$ cat src/logic/ctf_pkg.sv
// Shared constants for the control transport field framer and its receiver
package ctf_pkg;

    // ------------------------------------------------------------
    // Character and length widths
    // ------------------------------------------------------------
    localparam int CTF_CHR_W = 8;
    localparam int CTF_LEN_W = 9;

    // ------------------------------------------------------------
    // Field length limits, in characters
    // ------------------------------------------------------------
    localparam logic [CTF_LEN_W-1:0] CTF_OVERHEAD = 9'h020;
    localparam logic [CTF_LEN_W-1:0] CTF_MAX_LEN = 9'h100;

    // ------------------------------------------------------------
    // Reset values
    // ------------------------------------------------------------
    localparam logic [CTF_LEN_W-1:0] CTF_LEN_RST = 9'h000;
    localparam logic [CTF_CHR_W-1:0] CTF_CHR_RST = 8'h00;

    // Link mode selection
    typedef enum logic {
        CTF_MODE_SYNC,
        CTF_MODE_ASYNC
    } ctf_mode_e;

    // Legal field or packet length: above overhead, at most the maximum
    function automatic logic ctf_len_ok(input logic [CTF_LEN_W-1:0] len);
        ctf_len_ok = (len > CTF_OVERHEAD) && (len <= CTF_MAX_LEN);
    endfunction : ctf_len_ok

endpackage : ctf_pkg

$ cat src/logic/ctf_link_if.sv
// Character link between the field framer and the field receiver
`timescale 1ns/10ps
interface ctf_link_if;
    import ctf_pkg::*;

    // Character strobe and data
    logic vld;
    logic [CTF_CHR_W-1:0] chr;
    // Field delimiters and padding marker
    logic sof;
    logic eof;
    logic pad;

    modport framer (output vld, output chr, output sof, output eof,
        output pad);
    modport receiver (input vld, input chr, input sof, input eof,
        input pad);
endinterface : ctf_link_if

$ cat src/logic/ctf_framer.sv
// Device end: builds each control transport field from a packet, padded to the field length in synchronous mode only
`timescale 1ns/10ps
module ctf_framer
    import ctf_pkg::*;
(
    // Clock and reset
    input wire logic sys_clk_i,
    input wire logic rstn_i,
    // Configuration
    input wire logic mode_async_i,
    input wire logic [CTF_LEN_W-1:0] field_len_i,
    input wire logic [CTF_CHR_W-1:0] pad_chr_i,
    // Frame timing, synchronous mode
    input wire logic frame_tick_i,
    // Data link packet characters in
    input wire logic pkt_vld_i,
    input wire logic [CTF_CHR_W-1:0] pkt_chr_i,
    input wire logic [CTF_LEN_W-1:0] pkt_len_i,
    output logic pkt_rdy_o,
    // Status
    output logic busy_o,
    output logic cfg_err_o,
    output logic pkt_err_o,
    output logic tick_miss_o,
    // Link to the receiver
    ctf_link_if.framer lk
);

    typedef enum logic [1:0] {
        CTF_IDLE,
        CTF_SEND,
        CTF_DROP
    } ctf_state_e;

    ctf_state_e st_r, st_nxt;
    logic [CTF_LEN_W-1:0] cnt_r, cnt_nxt;
    logic [CTF_LEN_W-1:0] len_r, len_nxt;
    logic [CTF_LEN_W-1:0] plen_r, plen_nxt;
    logic [CTF_CHR_W-1:0] pad_r, pad_nxt;
    logic take_r, take_nxt;
    logic vld_r, vld_nxt;
    logic [CTF_CHR_W-1:0] chr_r, chr_nxt;
    logic sof_r, sof_nxt;
    logic eof_r, eof_nxt;
    logic padf_r, padf_nxt;
    logic cfg_err_nxt, pkt_err_nxt, miss_nxt;
    logic emit, accept, pkt_fits;

    // ------------------------------------------------------------
    // Field sequencing
    // ------------------------------------------------------------
    always_comb begin
        st_nxt = st_r;
        cnt_nxt = cnt_r;
        len_nxt = len_r;
        plen_nxt = plen_r;
        pad_nxt = pad_r;
        take_nxt = take_r;
        vld_nxt = 1'b0;
        chr_nxt = chr_r;
        sof_nxt = 1'b0;
        eof_nxt = 1'b0;
        padf_nxt = 1'b0;
        pkt_err_nxt = 1'b0;
        miss_nxt = 1'b0;
        emit = 1'b0;
        accept = take_r && pkt_vld_i;
        // Static length check in synchronous mode only
        cfg_err_nxt = !mode_async_i && !ctf_len_ok(field_len_i);
        // A packet fits the field when legal and no longer than the field
        pkt_fits = ctf_len_ok(pkt_len_i) && (pkt_len_i <= field_len_i);
        unique case (st_r)
            CTF_IDLE: begin
                if (mode_async_i) begin
                    // Packet goes out at once in its own-sized field
                    if (pkt_vld_i) begin
                        if (ctf_len_ok(pkt_len_i)) begin
                            st_nxt = CTF_SEND;
                            len_nxt = pkt_len_i;
                        end else begin
                            st_nxt = CTF_DROP;
                            pkt_err_nxt = 1'b1;
                        end
                        plen_nxt = pkt_len_i;
                        take_nxt = 1'b1;
                    end
                end else if (frame_tick_i && !cfg_err_nxt) begin
                    // Length fixed at field start, held for the field
                    st_nxt = CTF_SEND;
                    len_nxt = field_len_i;
                    pad_nxt = pad_chr_i;
                    if (pkt_vld_i && pkt_fits) begin
                        plen_nxt = pkt_len_i;
                        take_nxt = 1'b1;
                    end else begin
                        // No packet, or one that does not fit, which the check below drops
                        take_nxt = 1'b0;
                    end
                end
            end
            CTF_SEND: begin
                if (take_r) begin
                    // Packet characters pass unchanged
                    if (accept) begin
                        emit = 1'b1;
                        chr_nxt = pkt_chr_i;
                        plen_nxt = plen_r - 9'h001;
                        if (plen_r == 9'h001) begin
                            take_nxt = 1'b0;
                        end
                    end
                end else begin
                    // Fill the rest of the field with padding
                    emit = !mode_async_i;
                    chr_nxt = pad_r;
                    // Pad marker only with a strobe, never in async mode
                    padf_nxt = !mode_async_i;
                end
                if (emit) begin
                    vld_nxt = 1'b1;
                    sof_nxt = (cnt_r == CTF_LEN_RST);
                    cnt_nxt = cnt_r + 9'h001;
                    if (cnt_nxt == len_r) begin
                        eof_nxt = 1'b1;
                        cnt_nxt = CTF_LEN_RST;
                        take_nxt = 1'b0;
                        st_nxt = CTF_IDLE;
                    end
                end
                if (!padf_nxt && !emit && mode_async_i && !take_r) begin
                    st_nxt = CTF_IDLE;
                end
            end
            CTF_DROP: begin
                // Discard a packet whose length cannot be framed
                if (accept) begin
                    plen_nxt = plen_r - 9'h001;
                    if (plen_r <= 9'h001) begin
                        take_nxt = 1'b0;
                        st_nxt = CTF_IDLE;
                    end
                end
            end
            default: begin
                st_nxt = CTF_IDLE;
                take_nxt = 1'b0;
            end
        endcase
        // In synchronous mode a packet longer than the field never fits
        if (st_r == CTF_IDLE && !mode_async_i && frame_tick_i
                && !cfg_err_nxt && pkt_vld_i && !pkt_fits) begin
            st_nxt = CTF_DROP;
            plen_nxt = pkt_len_i;
            take_nxt = 1'b1;
            pkt_err_nxt = 1'b1;
        end
        // A frame tick that finds a field in progress is lost
        if (frame_tick_i && !mode_async_i && st_r != CTF_IDLE) begin
            miss_nxt = 1'b1;
        end
    end

    // ------------------------------------------------------------
    // Registers
    // ------------------------------------------------------------
    always_ff @(posedge sys_clk_i) begin
        if (!rstn_i) begin
            st_r <= CTF_IDLE;
            cnt_r <= CTF_LEN_RST;
            len_r <= CTF_LEN_RST;
            plen_r <= CTF_LEN_RST;
            pad_r <= CTF_CHR_RST;
            take_r <= 1'b0;
            vld_r <= 1'b0;
            chr_r <= CTF_CHR_RST;
            sof_r <= 1'b0;
            eof_r <= 1'b0;
            padf_r <= 1'b0;
            busy_o <= 1'b0;
            cfg_err_o <= 1'b0;
            pkt_err_o <= 1'b0;
            tick_miss_o <= 1'b0;
        end else begin
            st_r <= st_nxt;
            cnt_r <= cnt_nxt;
            len_r <= len_nxt;
            plen_r <= plen_nxt;
            pad_r <= pad_nxt;
            take_r <= take_nxt;
            vld_r <= vld_nxt;
            chr_r <= chr_nxt;
            sof_r <= sof_nxt;
            eof_r <= eof_nxt;
            padf_r <= padf_nxt;
            busy_o <= (st_nxt != CTF_IDLE);
            cfg_err_o <= cfg_err_nxt;
            pkt_err_o <= pkt_err_nxt;
            tick_miss_o <= miss_nxt;
        end
    end

    // ------------------------------------------------------------
    // Outputs, all straight from flip-flops
    // ------------------------------------------------------------
    assign pkt_rdy_o = take_r;
    assign lk.vld = vld_r;
    assign lk.chr = chr_r;
    assign lk.sof = sof_r;
    assign lk.eof = eof_r;
    assign lk.pad = padf_r;

endmodule : ctf_framer

$ cat src/flat_wrapper.sv
// flat-port wrapper written by rule: the top's interface ports become plain ports
module ctf_framer_flat import ctf_pkg::*;
  (sys_clk_i, rstn_i, mode_async_i, field_len_i, pad_chr_i, frame_tick_i, pkt_vld_i, pkt_chr_i, pkt_len_i, pkt_rdy_o, busy_o, cfg_err_o, pkt_err_o, tick_miss_o, lk_vld, lk_chr, lk_sof, lk_eof, lk_pad);
  ctf_link_if lk_i ();
  input wire logic sys_clk_i;
  input wire logic rstn_i;
  input wire logic mode_async_i;
  input wire logic [CTF_LEN_W-1:0] field_len_i;
  input wire logic [CTF_CHR_W-1:0] pad_chr_i;
  input wire logic frame_tick_i;
  input wire logic pkt_vld_i;
  input wire logic [CTF_CHR_W-1:0] pkt_chr_i;
  input wire logic [CTF_LEN_W-1:0] pkt_len_i;
  output logic pkt_rdy_o;
  output logic busy_o;
  output logic cfg_err_o;
  output logic pkt_err_o;
  output logic tick_miss_o;
  output wire logic [$bits(lk_i.vld)-1:0] lk_vld;
  output wire logic [$bits(lk_i.chr)-1:0] lk_chr;
  output wire logic [$bits(lk_i.sof)-1:0] lk_sof;
  output wire logic [$bits(lk_i.eof)-1:0] lk_eof;
  output wire logic [$bits(lk_i.pad)-1:0] lk_pad;
  assign lk_vld = lk_i.vld;
  assign lk_chr = lk_i.chr;
  assign lk_sof = lk_i.sof;
  assign lk_eof = lk_i.eof;
  assign lk_pad = lk_i.pad;
  ctf_framer u_core (.sys_clk_i(sys_clk_i), .rstn_i(rstn_i), .mode_async_i(mode_async_i), .field_len_i(field_len_i), .pad_chr_i(pad_chr_i), .frame_tick_i(frame_tick_i), .pkt_vld_i(pkt_vld_i), .pkt_chr_i(pkt_chr_i), .pkt_len_i(pkt_len_i), .pkt_rdy_o(pkt_rdy_o), .busy_o(busy_o), .cfg_err_o(cfg_err_o), .pkt_err_o(pkt_err_o), .tick_miss_o(tick_miss_o), .lk(lk_i));
endmodule
$ cat config.mk
export PLATFORM = sky130hd
export DESIGN_NAME = ctf_framer_flat
export DESIGN_NICKNAME = d
export VERILOG_FILES = /design/src/logic/ctf_pkg.sv /design/src/logic/ctf_link_if.sv /design/src/logic/ctf_framer.sv /design/src/flat_wrapper.sv
export SDC_FILE = /design/constraint.sdc
export NUM_CORES = 1
export LEC_CHECK = 0
export BUFFER_PORTS_ARGS = -buffer_cell sky130_fd_sc_hd__buf_2
export CELL_PAD_IN_SITES_DETAIL_PLACEMENT = 1
export CELL_PAD_IN_SITES_GLOBAL_PLACEMENT = 2
export CORE_MARGIN = 10
export CORE_UTILIZATION = 34
export DETAILED_ROUTE_END_ITERATION = 12
export PLACE_DENSITY = 0.88
export SLEW_MARGIN = 20
export SYNTH_ARGS = -nofsm -noshare
export SYNTH_HDL_FRONTEND = slang
export SYNTH_SLANG_ARGS = --single-unit
export TNS_END_PERCENT = 1
$ cat constraint.sdc
create_clock -name sys_clk_i -period 3 [get_ports sys_clk_i]
set_input_delay 0.6 -clock sys_clk_i [delete_from_list [all_inputs] [get_ports sys_clk_i]]
set_output_delay 0.6 -clock sys_clk_i [all_outputs]
set_load 0.01 [all_outputs]
==> impl_metrics.ini <==
[critical_path]
crit_chain = buf_2 -> inv_1 -> ha_1 -> a211o_1 -> a21oi_1 -> o21ai_0 -> o21ai_1 -> a21oi_4 -> or3_1 -> o311a_1 -> or2_1
cp_slowest_cell = or3_1
crit_path_max_fanout = 8
critical_path_class = in2reg
crit_family = compound AO/OA/AOI/OAI gates
crit_path_start_kind = input port
path_buf_inv = 2
worstPathArrival_ns = 2.92
end_kind = flop
crit_required_ns = 3.22
slowest_delay_ns = 0.36

[logic_synthesis]
synth_ff_type = dfxtp_1
synthArstFlopShare = 0
yosys_register_bits = 54
yosys.cell_types.count = 71
ys_warn_count = 0
syn_area_um2 = 3430
avgSynthCellArea_um2 = 8.48
yosysSeqAreaShare = 0.315
netlist_instances = 405
syn_nets = 461
synth_enable_flop_cells = 0

[die]
num_rows = 36
initial_core_util = 0.350
die-area_um2 = 14500
io_pins = 56
die_x_um = 120
die_h_um = 120
core_um2 = 9820

[clock_tree]
clockBufferDepth = 2
cts_buffers = 5
cts_setup_buffers = 0
cts_tree = done
cts_root_buffer = clkbuf_8
worstSkewPairLatency_ns = 0.33
clkSinkCount = 54
cts_hold_buf = 0
path_clk_slew_ns = 0.11
ctsHtreeMaxLevel = 2
ctsResizeCount = 0

[global_route]
grt_pass1_vias = 3335
grt-ovfl-total = 0
grt_max_degree = 26
grt_pass1_wl_um = 16300
antenna_found_initial = 0
grt.total_usage = 0.135

[place]
port_buffers = 55
dp_cells = 584
dpl.hpwl_um = 7880
routabilityCongestion = 0.865

[drt]
vias = 3156
viasPerCell = 5.33
wirelength_um = 9870
drc = 0
firstDrtPassIters = 4
wl_per_cell_um = 16.7
drt_first_iter_violations = 99
postRouteAntennaNets = 0

[worst_hold_path]
hp-class = reg2reg

[sta]
tightest_slew_ns = 0.558
slew_viol_final = 0
max_slew_margin = 0.624
fin_skew_ns = 0.0137
period_needed_ns = 2.70
final-hold-violation-count = 0
finalSetupViolations = 0
fin_crit_sh = 0.901
rsz0062_at_grt = no
max_freq_ghz = 0.370

[pwr]
leakage_nw = 1.70
power.density_nw_per_um2 = 477
ir_drop_uv = 187

[outcome]
status = finished, final reports clean

[finish]
syn2layout_area_growth_pct = 14.7
layout.cells.non_filler = 592
diodes = 0
fin_nets = 514
fin_util = 0.401
drive_above_1_share = 0.214

[job]
cap_violations = 0
where the power goes:
group	leakage (nW)	internal, mW	switching (mW)
logic	1.21	0.259	0.329
registers	0.441	0.783	0.0544
clock network	0.0502	0.174	0.279
total	1.70	1.22	0.663
cells in the final DEF, fill, tap and decap left out, drive strengths merged, types with 7 or more instances in the layout:
master	n
ha	17
nor2	39
a211oi	12
nand4	8
inv	24
o211a	8
or3	7
mux2i	24
nand2	36
dfxtp	54
o21ai	19
xnor2	9
buf	70
o211ai	9
a21oi	24
nand3	8
o21a	7
area by class of cell:
type	instances	area (um2)
Tap cell	133	166
Fill cell	1239	5880
Inverter	23	86.3
Timing Repair Buffer	70	400
Clock buffer	5	68.8
Clock inverter	3	28.8
Sequential cell	54	1080
Multi-Input combinational cell	304	2110
cell families after synthesis:
| group | count (synthesis) | share of synthesized area |
|---|---|---|
| compound gates | 106 | 0.223 |
| fa+ha+maj | 17 | 0.0620 |
| xor+xnor | 10 | 0.0255 |
| flops | 54 | 0.315 |
| mux | 24 | 0.0700 |
| simple gates | 147 | 0.233 |
| buf+inv | 47 | 0.0714 |
worst register-to-register path, stage by stage, from the launching register on:
cell       delay [ns]
dfxtp_1          0.44
ha_1             0.20
buf_4            0.20
nor2_1           0.08
o21ai_1          0.14
o311a_2          0.18
o2111ai_1        0.25
o41ai_2          0.34
a21oi_1          0.15
o311a_1          0.36
or2_1            0.22
stage by stage:
stage                     TNS, ns  setup slack [ns]  instance area [um2]  hold WS [ns]  power [mW]
after CTS                       0             0.289                 3940         0.502        1.90
after global placement          0            0.0134                 3840         0.465        1.43
final                           0             0.297                 3940         0.497        1.88
after global routing            0             0.132                 3940         0.502        2.00
after detailed placement  -0.0610           -0.0610                 3840         0.484        1.45
after floorplan                 0             0.271                 3430         0.446        1.26
routing by layer:
layer,vias to the layer above,part of all wire,global-route usage
li1,1566,-,-
met1,1546,0.44,0.157
met2,33,0.53,0.247
met3,11,0.018,0.0205
met4,0,0.016,0.0437
met5,-,0,0
cells in the mapped netlist (6+ instances only):
cell      number  area [um2]
mux2i_1       24         240
nor3_1         6        30.0
o21ai_0       16        80.1
o21a_1         7        52.6
and2_1         6        37.5
nand4_1        6        37.5
a21oi_1       23         115
ha_1          17         213
xnor2_1        9        78.8
clkbuf_1       9        33.8
o211a_1        8        80.1
o211ai_1       9        67.6
nor2_1        39         146
inv_1         23        86.3
dfxtp_1       54        1080
or3_1          6        37.5
nand3_1        8        40.0
nand2_1       35         131
a211oi_1      11        82.6
registers in the layout (all words and copies together) (netlist names), 2 cells and up:
| register | cells |
|---|---|
| u_core.pad_r | 8 |
| u_core.plen_r | 9 |
| u_core.len_r | 9 |
| u_core.cnt_r | 9 |
| u_core.lk.chr | 8 |
| u_core.st_r | 2 |
worst paths after layout:
| check | startpoint | end | slack (ns) | depth (start not counted) |
|---|---|---|---|---|
| max | field_len_i[8] | u_core.busy_o | 0.30 | 11 |
| max reg2reg | u_core.cnt_r[0] | u_core.busy_o | 0.36 | 10 |
| min | u_core.plen_r[3] | u_core.plen_r[3] | 0.50 | 2 |
| min reg2reg | u_core.plen_r[3] | u_core.plen_r[3] | 0.50 | 2 |
No activity file was read; power rests on OpenSTA's default activity.
